===== src/hdl/fsp_pkg.sv =====
// constants, opcodes and sector grouping for flash sector protection
package fsp_pkg;

    // ******************************
    // geometry
    // ******************************
    localparam int NUM_SEC  = 46;
    localparam int NUM_BOOT = 8;
    localparam int NUM_PPB  = 24;
    localparam int SEC_W    = 6;
    localparam int PPB_W    = 5;

    // ******************************
    // commands
    // ******************************
    localparam logic [2:0] OP_PROG      = 3'h0;
    localparam logic [2:0] OP_ERASE     = 3'h1;
    localparam logic [2:0] OP_PPB_PROG  = 3'h2;
    localparam logic [2:0] OP_PPB_ERASE = 3'h3;
    localparam logic [2:0] OP_LOCK_SET  = 3'h4;
    localparam logic [2:0] OP_DYB_WRITE = 3'h5;
    localparam logic [2:0] OP_VERIFY    = 3'h6;

    // ******************************
    // reset values and protected pair
    // ******************************
    localparam logic             LOCK_RST   = 1'b0;
    localparam logic             DYB_RST    = 1'b0;
    localparam logic             PPB_RST    = 1'b0;
    localparam logic [SEC_W-1:0] WP_SEC_LO  = 6'h00;
    localparam logic [SEC_W-1:0] WP_SEC_HI  = 6'h01;

    // ******************************
    // timing
    // ******************************
    localparam int         CLK_NS         = 100;
    localparam int         PROG_POLL_NS   = 1000;
    localparam int         ERASE_POLL_NS  = 50000;
    localparam int         PROG_POLL_CYC  = (PROG_POLL_NS + CLK_NS - 1) / CLK_NS;
    localparam int         ERASE_POLL_CYC = (ERASE_POLL_NS + CLK_NS - 1) / CLK_NS;
    localparam int         TMR_W          = 10;
    localparam int         PPB_OP_CYC     = 4;
    localparam int         PPB_ERASE_LIM  = 100;
    localparam int         ERASE_CNT_W    = 8;

    // state of the command sequencer
    typedef enum logic [2:0] {
        ST_READ = 3'b001,
        ST_POLL = 3'b010,
        ST_PPB  = 3'b100
    } fsp_state_t;

    // sector to persistent bit: boot sectors own bits, middle sectors 3,4,..,4,3
    function automatic logic [PPB_W-1:0] fsp_ppb_index(input logic [SEC_W-1:0] sec);
        int s;
        int m;
        int idx;
        s = int'(sec);
        m = s - NUM_BOOT;
        if (s < NUM_BOOT) begin
            idx = s;
        end else if (s >= NUM_SEC - NUM_BOOT) begin
            idx = s - (NUM_SEC - NUM_BOOT) + 16;
        end else if (m < 3) begin
            idx = 8;
        end else if (m >= 27) begin
            idx = 15;
        end else begin
            idx = 9 + (m - 3) / 4;
        end
        return idx[PPB_W-1:0];
    endfunction

endpackage


===== src/hdl/fsp_poll_timer.sv =====
// down counter that holds status polling for a loaded number of cycles
`timescale 1ns/1ns
module fsp_poll_timer
    import fsp_pkg::*;
#(
    parameter int W = TMR_W
) (
    // clock and reset
    input  wire logic         clk,
    input  wire logic         rst_b,
    // control
    input  wire logic         start,
    input  wire logic [W-1:0] load,
    // status
    output logic              busy
);

    logic [W-1:0] cnt_r;
    logic [W-1:0] cnt_nxt;

    always_comb begin
        cnt_nxt = cnt_r;
        if (start) begin
            cnt_nxt = load;
        end else if (cnt_r != '0) begin
            cnt_nxt = cnt_r - 1'b1;
        end
    end

    always_ff @(posedge clk) begin
        if (!rst_b) begin
            cnt_r <= '0;
        end else begin
            cnt_r <= cnt_nxt;
        end
    end

    assign busy = (cnt_r != '0);

    load_count_a: assert property (@(posedge clk) disable iff (!rst_b)
        start && load != '0 |=> busy) else $error("timer did not start");

endmodule // fsp_poll_timer


===== src/hdl/fsp_ppb_store.sv =====
// persistent protection bit array, kept across hardware reset
`timescale 1ns/1ns
module fsp_ppb_store
    import fsp_pkg::*;
#(
    parameter int N      = NUM_PPB,
    parameter int OP_CYC = PPB_OP_CYC
) (
    // clock and as-delivered init
    input  wire logic                   clk,
    input  wire logic                   nv_init_b,
    // operations
    input  wire logic                   prog_go,
    input  wire logic                   erase_go,
    input  wire logic [PPB_W-1:0]       prog_idx,
    // state
    output logic [N-1:0]                ppb,
    output logic                        busy,
    output logic [ERASE_CNT_W-1:0]      erase_cnt
);

    logic [N-1:0]             ppb_r;
    logic [N-1:0]             ppb_nxt;
    logic [3:0]               op_r;
    logic [3:0]               op_nxt;
    logic [ERASE_CNT_W-1:0]   ecnt_r;
    logic [ERASE_CNT_W-1:0]   ecnt_nxt;

    always_comb begin
        ppb_nxt  = ppb_r;
        op_nxt   = (op_r != 4'h0) ? op_r - 4'h1 : 4'h0;
        ecnt_nxt = ecnt_r;
        if (erase_go) begin
            ppb_nxt = '0;
            op_nxt  = 4'(OP_CYC);
            if (ecnt_r != '1) begin
                ecnt_nxt = ecnt_r + 1'b1;
            end
        end else if (prog_go) begin
            ppb_nxt[prog_idx] = 1'b1;
            op_nxt            = 4'(OP_CYC);
        end
    end

    // only the as-delivered init clears, hardware reset does not
    always_ff @(posedge clk) begin
        if (!nv_init_b) begin
            ppb_r  <= {N{PPB_RST}};
            op_r   <= 4'h0;
            ecnt_r <= '0;
        end else begin
            ppb_r  <= ppb_nxt;
            op_r   <= op_nxt;
            ecnt_r <= ecnt_nxt;
        end
    end

    assign ppb       = ppb_r;
    assign busy      = (op_r != 4'h0);
    assign erase_cnt = ecnt_r;

    erase_all_a: assert property (@(posedge clk) disable iff (!nv_init_b)
        erase_go |=> ppb_r == '0) else $error("persistent erase left bits set");

    prog_one_a: assert property (@(posedge clk) disable iff (!nv_init_b)
        prog_go && !erase_go |=> ppb_r[$past(prog_idx)]
            && ((ppb_r ^ $past(ppb_r)) & ~(N'(1) << $past(prog_idx))) == '0)
        else $error("persistent program touched other bits");

endmodule // fsp_ppb_store


===== src/hdl/fsp_sector_protect.sv =====
// command sequencer deciding whether program or erase reaches a sector
`timescale 1ns/1ns
module fsp_sector_protect
    import fsp_pkg::*;
(
    // clock and resets
    input  wire logic               CORE_CLK,
    input  wire logic               RST_B,
    input  wire logic               NV_INIT_B,
    // hardware write protect
    input  wire logic               WP_B,
    // command from host
    input  wire logic               CMD_VALID,
    input  wire logic [2:0]         CMD_OP,
    input  wire logic [SEC_W-1:0]   CMD_SECTOR,
    input  wire logic               CMD_DATA,
    // sequencer status
    output logic                    CMD_READY,
    output logic                    POLL_BUSY,
    output logic                    CMD_REJECT,
    // array operations let through
    output logic                    ARRAY_PROG_GO,
    output logic                    ARRAY_ERASE_GO,
    output logic [SEC_W-1:0]        ARRAY_SECTOR,
    // verify answer
    output logic                    VERIFY_VALID,
    output logic                    VERIFY_DYB,
    output logic                    VERIFY_PPB,
    output logic                    VERIFY_LOCK,
    // global state
    output logic                    LOCK_STATE,
    output logic                    PPB_WORN
);

    // ******************************
    // storage and wires
    // ******************************
    fsp_state_t             state_r;
    fsp_state_t             state_nxt;
    logic                   lock_r;
    logic                   lock_nxt;
    logic [NUM_SEC-1:0]     dyb_r;
    logic [NUM_SEC-1:0]     dyb_nxt;
    logic [NUM_PPB-1:0]     ppb_vec;
    logic                   ppb_busy;
    logic [ERASE_CNT_W-1:0] erase_cnt;
    logic                   tmr_busy;
    logic                   tmr_start;
    logic [TMR_W-1:0]       tmr_load;
    logic                   ppb_prog_go;
    logic                   ppb_erase_go;
    logic                   accept;
    logic                   sec_prot;
    logic                   wp_hit;
    logic [PPB_W-1:0]       sec_ppb_idx;

    logic                   ready_r;
    logic                   busy_r;
    logic                   reject_r;
    logic                   pgo_r;
    logic                   ego_r;
    logic [SEC_W-1:0]       asec_r;
    logic                   vval_r;
    logic                   vdyb_r;
    logic                   vppb_r;
    logic                   vlock_r;
    logic                   worn_r;
    logic                   ready_nxt;
    logic                   busy_nxt;
    logic                   reject_nxt;
    logic                   pgo_nxt;
    logic                   ego_nxt;
    logic [SEC_W-1:0]       asec_nxt;
    logic                   vval_nxt;
    logic                   vdyb_nxt;
    logic                   vppb_nxt;
    logic                   vlock_nxt;
    logic                   worn_nxt;

    // ******************************
    // protection decision
    // ******************************
    assign accept      = CMD_VALID && (state_r == ST_READ);
    assign sec_ppb_idx = fsp_ppb_index(CMD_SECTOR);
    assign wp_hit      = !WP_B && (CMD_SECTOR == WP_SEC_LO || CMD_SECTOR == WP_SEC_HI);
    assign sec_prot    = ppb_vec[sec_ppb_idx] | dyb_r[CMD_SECTOR] | wp_hit;

    // ******************************
    // sequencer and protection bits
    // ******************************
    always_comb begin
        state_nxt    = state_r;
        lock_nxt     = lock_r;
        dyb_nxt      = dyb_r;
        tmr_start    = 1'b0;
        tmr_load     = '0;
        ppb_prog_go  = 1'b0;
        ppb_erase_go = 1'b0;
        reject_nxt   = 1'b0;
        pgo_nxt      = 1'b0;
        ego_nxt      = 1'b0;
        asec_nxt     = asec_r;
        vval_nxt     = 1'b0;
        vdyb_nxt     = vdyb_r;
        vppb_nxt     = vppb_r;
        vlock_nxt    = vlock_r;
        case (state_r)
            ST_READ: begin
                if (accept) begin
                    case (CMD_OP)
                        OP_PROG, OP_ERASE: begin
                            if (sec_prot) begin
                                // protected: poll, then back to read
                                reject_nxt = 1'b1;
                                tmr_start  = 1'b1;
                                // read mode returns one cycle after the timer empties
                                tmr_load   = (CMD_OP == OP_PROG) ?
                                    TMR_W'(PROG_POLL_CYC - 1) :
                                    TMR_W'(ERASE_POLL_CYC - 1);
                                state_nxt  = ST_POLL;
                            end else begin
                                pgo_nxt  = (CMD_OP == OP_PROG);
                                ego_nxt  = (CMD_OP == OP_ERASE);
                                asec_nxt = CMD_SECTOR;
                            end
                        end
                        OP_PPB_PROG, OP_PPB_ERASE: begin
                            if (lock_r) begin
                                reject_nxt = 1'b1;
                            end else begin
                                ppb_prog_go  = (CMD_OP == OP_PPB_PROG);
                                ppb_erase_go = (CMD_OP == OP_PPB_ERASE);
                                state_nxt    = ST_PPB;
                            end
                        end
                        OP_LOCK_SET: begin
                            lock_nxt = 1'b1;
                        end
                        OP_DYB_WRITE: begin
                            dyb_nxt[CMD_SECTOR] = CMD_DATA;
                        end
                        OP_VERIFY: begin
                            vval_nxt  = 1'b1;
                            vdyb_nxt  = dyb_r[CMD_SECTOR];
                            vppb_nxt  = ppb_vec[sec_ppb_idx];
                            vlock_nxt = lock_r;
                        end
                        default: begin
                            reject_nxt = 1'b1;
                        end
                    endcase
                end
            end
            ST_POLL: begin
                if (!tmr_busy) begin
                    state_nxt = ST_READ;
                end
            end
            ST_PPB: begin
                if (!ppb_busy) begin
                    state_nxt = ST_READ;
                end
            end
            default: begin
                state_nxt = ST_READ;
            end
        endcase
        ready_nxt = (state_nxt == ST_READ);
        busy_nxt  = (state_nxt != ST_READ);
        worn_nxt  = (erase_cnt >= ERASE_CNT_W'(PPB_ERASE_LIM));
    end

    always_ff @(posedge CORE_CLK) begin
        if (!RST_B) begin
            state_r  <= ST_READ;
            lock_r   <= LOCK_RST;
            dyb_r    <= {NUM_SEC{DYB_RST}};
            ready_r  <= 1'b1;
            busy_r   <= 1'b0;
            reject_r <= 1'b0;
            pgo_r    <= 1'b0;
            ego_r    <= 1'b0;
            asec_r   <= '0;
            vval_r   <= 1'b0;
            vdyb_r   <= 1'b0;
            vppb_r   <= 1'b0;
            vlock_r  <= 1'b0;
            worn_r   <= 1'b0;
        end else begin
            state_r  <= state_nxt;
            lock_r   <= lock_nxt;
            dyb_r    <= dyb_nxt;
            ready_r  <= ready_nxt;
            busy_r   <= busy_nxt;
            reject_r <= reject_nxt;
            pgo_r    <= pgo_nxt;
            ego_r    <= ego_nxt;
            asec_r   <= asec_nxt;
            vval_r   <= vval_nxt;
            vdyb_r   <= vdyb_nxt;
            vppb_r   <= vppb_nxt;
            vlock_r  <= vlock_nxt;
            worn_r   <= worn_nxt;
        end
    end

    // ******************************
    // leaves
    // ******************************
    fsp_poll_timer #(
        .W (TMR_W)
    ) u_timer (
        .clk   (CORE_CLK),
        .rst_b (RST_B),
        .start (tmr_start),
        .load  (tmr_load),
        .busy  (tmr_busy)
    );

    fsp_ppb_store #(
        .N      (NUM_PPB),
        .OP_CYC (PPB_OP_CYC)
    ) u_ppb (
        .clk       (CORE_CLK),
        .nv_init_b (NV_INIT_B),
        .prog_go   (ppb_prog_go),
        .erase_go  (ppb_erase_go),
        .prog_idx  (sec_ppb_idx),
        .ppb       (ppb_vec),
        .busy      (ppb_busy),
        .erase_cnt (erase_cnt)
    );

    // ******************************
    // outputs
    // ******************************
    assign CMD_READY      = ready_r;
    assign POLL_BUSY      = busy_r;
    assign CMD_REJECT     = reject_r;
    assign ARRAY_PROG_GO  = pgo_r;
    assign ARRAY_ERASE_GO = ego_r;
    assign ARRAY_SECTOR   = asec_r;
    assign VERIFY_VALID   = vval_r;
    assign VERIFY_DYB     = vdyb_r;
    assign VERIFY_PPB     = vppb_r;
    assign VERIFY_LOCK    = vlock_r;
    assign LOCK_STATE     = lock_r;
    assign PPB_WORN       = worn_r;

    // ******************************
    // checks
    // ******************************
    logic [TMR_W-1:0] poll_len_r;
    logic             poll_erase_r;

    always_ff @(posedge CORE_CLK) begin
        if (!RST_B) begin
            poll_len_r   <= '0;
            poll_erase_r <= 1'b0;
        end else begin
            poll_len_r   <= busy_r && state_r == ST_POLL ? poll_len_r + 1'b1 : '0;
            poll_erase_r <= tmr_start ? (CMD_OP == OP_ERASE) : poll_erase_r;
        end
    end

    lock_sticky_a: assert property (@(posedge CORE_CLK) disable iff (!RST_B)
        lock_r |=> lock_r) else $error("lock cleared without reset");

    reset_clear_a: assert property (@(posedge CORE_CLK)
        !RST_B |=> !lock_r && dyb_r == '0) else $error("reset left protection set");

    prog_poll_a: assert property (@(posedge CORE_CLK) disable iff (!RST_B)
        state_r == ST_POLL && !tmr_busy && !poll_erase_r
            |-> poll_len_r == TMR_W'(PROG_POLL_CYC - 1) ##1 CMD_READY)
        else $error("program poll length wrong");

    erase_poll_a: assert property (@(posedge CORE_CLK) disable iff (!RST_B)
        state_r == ST_POLL && !tmr_busy && poll_erase_r
            |-> poll_len_r == TMR_W'(ERASE_POLL_CYC - 1) ##1 CMD_READY)
        else $error("erase poll length wrong");

    prot_block_a: assert property (@(posedge CORE_CLK) disable iff (!RST_B)
        accept && (CMD_OP == OP_PROG || CMD_OP == OP_ERASE) |=>
            (ARRAY_PROG_GO || ARRAY_ERASE_GO) == !$past(sec_prot))
        else $error("protection decision wrong");

    wp_block_a: assert property (@(posedge CORE_CLK) disable iff (!RST_B)
        accept && (CMD_OP == OP_PROG || CMD_OP == OP_ERASE) && !WP_B
            && (CMD_SECTOR == WP_SEC_LO || CMD_SECTOR == WP_SEC_HI)
            |=> !ARRAY_ERASE_GO && !ARRAY_PROG_GO)
        else $error("write protect pin ignored");

    lock_refuse_a: assert property (@(posedge CORE_CLK) disable iff (!RST_B || !NV_INIT_B)
        accept && lock_r && (CMD_OP == OP_PPB_PROG || CMD_OP == OP_PPB_ERASE)
            |=> CMD_REJECT && CMD_READY && $stable(ppb_vec))
        else $error("locked persistent bits changed");

    dyb_write_a: assert property (@(posedge CORE_CLK) disable iff (!RST_B)
        accept && CMD_OP == OP_DYB_WRITE |=> dyb_r[$past(CMD_SECTOR)] == $past(CMD_DATA))
        else $error("dynamic bit not written");

    verify_a: assert property (@(posedge CORE_CLK) disable iff (!RST_B)
        accept && CMD_OP == OP_VERIFY |=> VERIFY_VALID && VERIFY_LOCK == lock_r
            && VERIFY_DYB == $past(dyb_r[CMD_SECTOR]))
        else $error("verify answer wrong");

endmodule // fsp_sector_protect


===== config.mk =====
export PLATFORM = sky130hd
export DESIGN_NAME = fsp_sector_protect
export DESIGN_NICKNAME = d
export VERILOG_FILES = /design/src/hdl/fsp_pkg.sv /design/src/hdl/fsp_poll_timer.sv /design/src/hdl/fsp_ppb_store.sv /design/src/hdl/fsp_sector_protect.sv
export SDC_FILE = /design/constraint.sdc
export NUM_CORES = 1
export LEC_CHECK = 0
export BUFFER_PORTS_ARGS = -buffer_cell sky130_fd_sc_hd__buf_4
export CAP_MARGIN = 20
export CORE_ASPECT_RATIO = 0.6
export CORE_UTILIZATION = 37
export DETAILED_ROUTE_END_ITERATION = 16
export SETUP_SLACK_MARGIN = 0.3
export SYNTH_ARGS = -nofsm -noshare
export SYNTH_HDL_FRONTEND = slang
export SYNTH_SLANG_ARGS = --single-unit

===== constraint.sdc =====
create_clock -name CORE_CLK -period 6.7 [get_ports CORE_CLK]
set_input_delay 0.67 -clock CORE_CLK [delete_from_list [all_inputs] [get_ports CORE_CLK]]
set_output_delay 0.67 -clock CORE_CLK [all_outputs]
set_load 0.01 [all_outputs]

* Yosys cells after proc, flatten, opt, wreduce, memory -nomap -nowiden
Index checks and enable logic that the tools add are counted.
** Cells by class
- Add/sub/neg operators :: 9
- Magnitude comparators :: 9
- Equality and inequality tests :: 13
- Muxes and demuxes :: 45
- Bitwise operators :: 11
- Reduce and logical (&&, ||, !) cells :: 24
** Operators with widths (number)
- $bwmux W46 :: 1
- $mux W9 :: 5
- $mux W3 :: 8
- $or A24 B24 Y24 :: 1
- $mux W10 :: 2
- $mux W5 :: 4
- $mux W1 :: 18
- $eq A3 B3 Y1 const B :: 4
- $reduce_and A3 Y1 :: 4
- $reduce_bool A10 Y1 :: 1
- $sub A10 B1 Y10 const B :: 1
- $eq A3 B1 Y1 const B :: 3
- $eq A3 B2 Y1 const B :: 3
- $pmux W3 S3 :: 1
- $add A8 B1 Y8 const B :: 1
- $ge A8 B7 Y1 const B :: 1
- $ne A8 B8 Y1 const B :: 1
- $reduce_or A2 Y1 :: 4
- $sub A7 B3 Y8 const B :: 1
- $ge A7 B6 Y1 const B :: 1
- $lt A6 B7 Y1 const B :: 1
- $lt A7 B3 Y1 const B :: 1
- $not A1 Y1 :: 7
- $sub A6 B4 Y7 const B :: 1
- 32 further kinds :: 36
** Word-level totals
- Bits in registers :: 112
- Bits of input ports :: 15
- Output and inout port bits :: 17
- Word-level logic and storage cells :: 130

* Logic depth before layout (Yosys ltp)
- Depth in word-level cells :: 19
- Mapped depth :: 20
- Gate-level depth less buffers :: 18

* Cells and area by module
From an unflattened synthesis, not the netlist that was laid out.
** Unflattened totals
- Cells, all modules :: 729
- Area total of the unflattened synthesis :: 6052.1 um2
** Modules (own cells, without submodules)
- fsp_sector_protect :: instances 1, cells each 510, area each 4091.4 um2, sequential area each 1321.3 um2
- fsp_ppb_store :: instances 1, cells each 152, area each 1385.1 um2, sequential area each 720.7 um2
- fsp_poll_timer :: instances 1, cells each 67, area each 575.6 um2, sequential area each 200.2 um2

* Worst setup path before layout
No wires, ideal clock.
- Kind :: in2reg
- From :: input CMD_SECTOR[3]
- To :: register u_timer.cnt_r[4]
- Setup time :: 72 ps
- Data arrival time :: 4467 ps
- Data required time :: 6628 ps
- Slack :: 2161 ps
- Stages :: 20
- Path buffers :: 2
- Cell sequence :: buf_2 clkinv_1 ha_1 ha_1 inv_1 nor2_1 o21ai_0 ha_1 inv_1 ha_1 xnor2_1 a221oi_1 o31a_1 o31a_1 a211oi_1 a22oi_1 o211a_1 a21boi_2 buf_6 mux2i_1
** On the way
- Word-level cells in the longest chain between the ends :: 18
- Elaborated cells on any way between the ends :: 35
- Those cells by class :: add/sub (6); order compare (4); eq/ne (1); mux (17); bitwise (3); reduce/logical (4)
** Ends and longest elaborated chain
- from (decl) :: line fsp_sector_protect.sv:15 : input wire logic [SEC_W-1:0] CMD_SECTOR,
- $sub A6 B4 Y7 :: line fsp_pkg.sv:59 : m = s - NUM_BOOT;
- $sub A7 B3 Y8 :: line fsp_pkg.sv:69 : idx = 9 + (m - 3) / 4;
- $and A1 B1 Y1 (no line)
- $add A5 B1 Y5 (no line)
- $add A5 B5 Y5 :: line fsp_pkg.sv:69
- $mux W5 :: line fsp_pkg.sv:66 : end else if (m >= 27) begin
- $mux W5 :: line fsp_pkg.sv:64 : end else if (m < 3) begin
- $mux W5 :: line fsp_pkg.sv:62 : end else if (s >= NUM_SEC - NUM_BOOT) begin
- [... 2 more ...]
- $mux W1 (implied by the code) :: line fsp_sector_protect.sv:86 : assign sec_prot = ppb_vec[sec_ppb_idx] | dyb_r[CMD_SECTOR] | wp_hit;
- $or A1 B1 Y1 :: line fsp_sector_protect.sv:86
- $or A1 B1 Y1 * :: line fsp_sector_protect.sv:86
- $mux W9 or $mux W1 (tied branches) :: line fsp_sector_protect.sv:112 : if (sec_prot) begin
- $mux W9 or $mux W1 (tied branches) :: line fsp_sector_protect.sv:110 : case (CMD_OP)
- $mux W9 or $mux W1 (tied branches) :: line fsp_sector_protect.sv:109 : if (accept) begin
- $mux W9 or $mux W1 (tied branches) :: line fsp_sector_protect.sv:107 : case (state_r)
- $mux W10 or $reduce_bool A2 Y1 (tied branches)
- to (signal assigned) :: line fsp_poll_timer.sv:34 : cnt_r <= cnt_nxt;
- to (decl) :: line fsp_poll_timer.sv:18 : logic [W-1:0] cnt_r;
Mark *: on every way between the ends. The rest lies on a longest branch, timed or not. The select of a mux whose other input is x is not followed.
A chain may end at the register's enable or synchronous reset.

* Final worst setup path
- From :: input CMD_SECTOR[3]
- To :: register u_timer.cnt_r[6]
Same word-level chain as after synthesis.

==> results.yml <==
cts:
  ctsHoldBuffers: 0
  tritoncts: "done"
  clkTransAtPathRegs_ps: 70
  cts_buffer_depth: 2
  cts_resized: 0
  clock-sinks: 112
  cts_max_level: 3
  clk_latency_ps: 350
  cts_root_buf: "clkbuf_16"
  cts_made_buffers: 9
  cts_setup_buffers: 0
worst_setup_path:
  cp.arrival_ps: 5670
  rrSetupSlack_ps: 3460
  r2r_cells: 7
  reg2reg_to: "dyb_r[35]"
  path_buf_inv: 4
  worstPathMaxFanout: 23
  cp_common_cell: "ha_1"
  r2r_start: "state_r[0]"
  criticalPathCategory: "in2reg"
  crit_cells: 19
  crit_family: "compound AO/OA/AOI/OAI gates"
  crit_chain: "buf_4 > clkinv_1 > ha_1 > ha_1 > inv_1 > nor2_1 > o21ai_0 > ha_1 > inv_1 > ha_1 > xnor2_1 > a221oi_1 > o31a_1 > o31a_1 > a211oi_1 > a22oi_1 > o211a_1 > a21boi_2 > mux2i_1"
  cp.required_ps: 6970
  cp-start-kind: "input pin"
  crit_path_top_delay_cell: "a211oi_1"
  worstSetupEndpointType: "flip-flop"
  max_stage_delay_ps: 610
grt:
  grt_pass1_vias: 4772
  grt.total_usage: 0.1940
  grt.overflow.total: 0
  antenna_found_initial: 0
  grt_pass1_wl_um: 25500
  grt_max_degree: 51
synth:
  synth.area.top_cells: "dfxtp_1 38%, nor2_1 6.9%, a21oi_1 6.5%"
  synthSimpleGateAreaFrac: 0.2064
  postSynth.topFlopCell: "dfxtp_1"
  yosys.area.top_type: "dfxtp_1"
  synthArstFlopShare: 0
  synth_area_per_cell_um2: 8.217
  synth-seq-area-share: 0.3758
  yosys.cell_types.count: 72
  synth_xor_area_frac: 0.02349
  synthesis.instances: 726
  synth_edf_count: 0
  synth-seq-cells: 112
  synthAdderAreaFrac: 0.03356
  synthMuxAreaShare: 0.08431
  synth_top_family_by_area: "compound AO/OA/AOI/OAI gates"
  syn_area_mm2: 0.005966
  yosys_warnings: 0
  synth_compound_area_frac: 0.2278
  synth_top_area_share: 0.3758
  synth_nets: 757
sta:
  finalHoldViolations: 0
  setup-violations-final: 0
  finalMaxSlewViolations: 0
  setup-tns-final_ps: 0
  fin_crit_sh: 0.8052
  max_freq_mhz: 185.4
  max-slew-margin-rel: 0.2284
  worstMarginPinSlew_ps: 1142
  skew_ps: 8.461
  fin_crit_ps: 5395
  rsz0062_at_grt: "false"
drt:
  drt_pass1_iterations: 11
  wirelength_um: 15550
  ant_nets: 0
  drc_errors: 1
  wire_per_inst_um: 16.69
  vias: 5239
  drt-vias-per-instance: 5.621
  drt_iter0_markers: 576
status:
  failed_checks: "DRC"
  status: "finished with violations"
pwr:
  p_per_area_mw_per_mm2: 264.3
  power.leakage_nw: 2.309
  internal_power_w: 0.001213
  ir_worst_vdd_v: 0.0001566
  p_clk_frac: 0.349
  p_sw_w: 0.0005300
  p_sw_frac: 0.3041
  p_comb_frac: 0.225
  power_frac_seq: 0.426
die:
  start_util: 0.3837
  die_height_um: 100.4
  core-area_mm2: 0.01555
  core.rowCount: 35
  ios: 32
  die-area_mm2: 0.01665
  die-width_um: 165.9
cells_and_area:
  nets: 755
  drive_gt1_frac: 0.1139
  final_cell_area_mm2: 0.006594
  area_growth_pct: 10.53
  n_antenna_cell: 0
placement:
  place_area_mm2: 0.006256
  portBuffers: 31
  place.gp.congestion: 0.9148
  dp_hpwl_um: 11300
hold_path:
  min_from: "u_ppb.op_r[0]"
  min_to: "u_ppb.op_r[0]"
  hold_path_class: "reg2reg"
  hold_path_depth: 1
job:
  cap_viol_max_count: 0
## how the worst max path moves through the flow
| stage | endpoint | slack, ps | from |
|---|---|---|---|
| after CTS | u_timer.cnt_r[6] | 1400 | CMD_SECTOR[3] |
| after global placement | u_timer.cnt_r[7] | 1300 | CMD_SECTOR[3] |
| after detailed placement | u_timer.cnt_r[6] | 1050 | CMD_SECTOR[3] |
| final | u_timer.cnt_r[6] | 1300 | CMD_SECTOR[3] |
| after global routing | u_timer.cnt_r[7] | 930 | CMD_SECTOR[3] |
| after floorplan | u_timer.cnt_r[4] | 2160 | CMD_SECTOR[3] |
## final cells by class
type,instances,area (µm²)
Tap cell,203,254.0
Multi-Input combinational cell,546,3433
Fill cell,1538,8952
Clock inverter,6,98.84
Sequential cell,112,2242
Timing Repair Buffer,32,240.2
Clock buffer,10,239.0
Inverter,23,86.33
## sequential cells by signal (all words and copies together), names as in the netlist, 3 cells and up
register,count
ARRAY_SECTOR,6
dyb_r,46
state_r,3
u_ppb.erase_cnt,8
u_ppb.op_r,4
u_ppb.ppb,24
u_timer.cnt_r,10
## layer usage
metal  share of wire  vias up  track usage
li1                -     2581            -
met4          0.0084        0      0.04026
met3           0.061       12      0.04338
met2            0.41      153       0.2759
met1            0.52     2493       0.2942
met5               0        -            0
## metrics by stage
stage	setup WS, ps	total power (W)	util	std cells	hold WS (ps)
floorplan	2161	0.001058	-	726	406.6
global placement	1301	0.001129	0.4024	916	418.8
detailed placement	1045	0.001147	0.4024	916	437.2
CTS	1396	0.001753	0.4241	932	448.0
global route	932.8	0.001839	0.4241	932	486.3
finish	1305	0.001743	0.4241	932	444.5
## synthesized netlist by cell type (4+ instances only)
master	count
a211oi_1	6
a21o_1	6
a21oi_1	77
a31oi_1	5
a32oi_1	6
and3_1	7
buf_1	4
buf_2	4
clkbuf_1	32
dfxtp_1	112
ha_1	16
inv_1	20
mux2i_1	21
mux4_2	12
nand2_1	65
nand2b_1	10
nand3_1	15
nand4_1	6
nor2_1	109
nor2b_1	7
nor3_1	14
nor4b_1	4
o211ai_1	6
o21a_1	4
o21ai_0	61
or3_1	10
xnor2_1	11
xor2_1	5
## cell families (layout without fill, tap and decap cells)
family                     Yosys count  after routing
AOI/OAI and AO/OA                  213            213
xor gates and xnor gates            16             16
adders and majority gates           16             16
buffers and inverters               68             71
DFF                                112            112
muxes                               35             35
and+or+nand+nor                    266            266
## cell usage in the layout (no fill, tap or decap), types with 4 or more instances in the layout
master	netlist	final
a21oi_1	77	77
buf_4	2	32
nor2b_1	7	7
mux2i_1	21	21
nor2_1	109	109
nand3_1	15	15
a31oi_1	5	5
nand2b_1	10	10
and3_1	7	7
o211ai_1	6	6
nand4_1	6	6
ha_1	16	16
o21a_1	4	4
inv_1	20	19
xnor2_1	11	11
or3_1	10	10
a211oi_1	6	6
dfxtp_1	112	112
o21ai_0	61	61
clkinv_1	3	4
xor2_1	5	5
a32oi_1	6	6
nor3_1	14	14
a21o_1	6	6
nand2_1	65	65
nor4b_1	4	4
clkbuf_16	0	9
mux4_2	12	12
## power groups by stage
stage	sequential, W	combinational [W]	clock (W)
global route	0.000749	0.000435	0.000655
global placement	0.000754	0.000375	0
finish	0.000742	0.000393	0.000608
detailed placement	0.000757	0.000390	0
floorplan	0.000750	0.000309	0
CTS	0.000742	0.000391	0.000621
No activity file was read; power rests on OpenSTA's default activity.
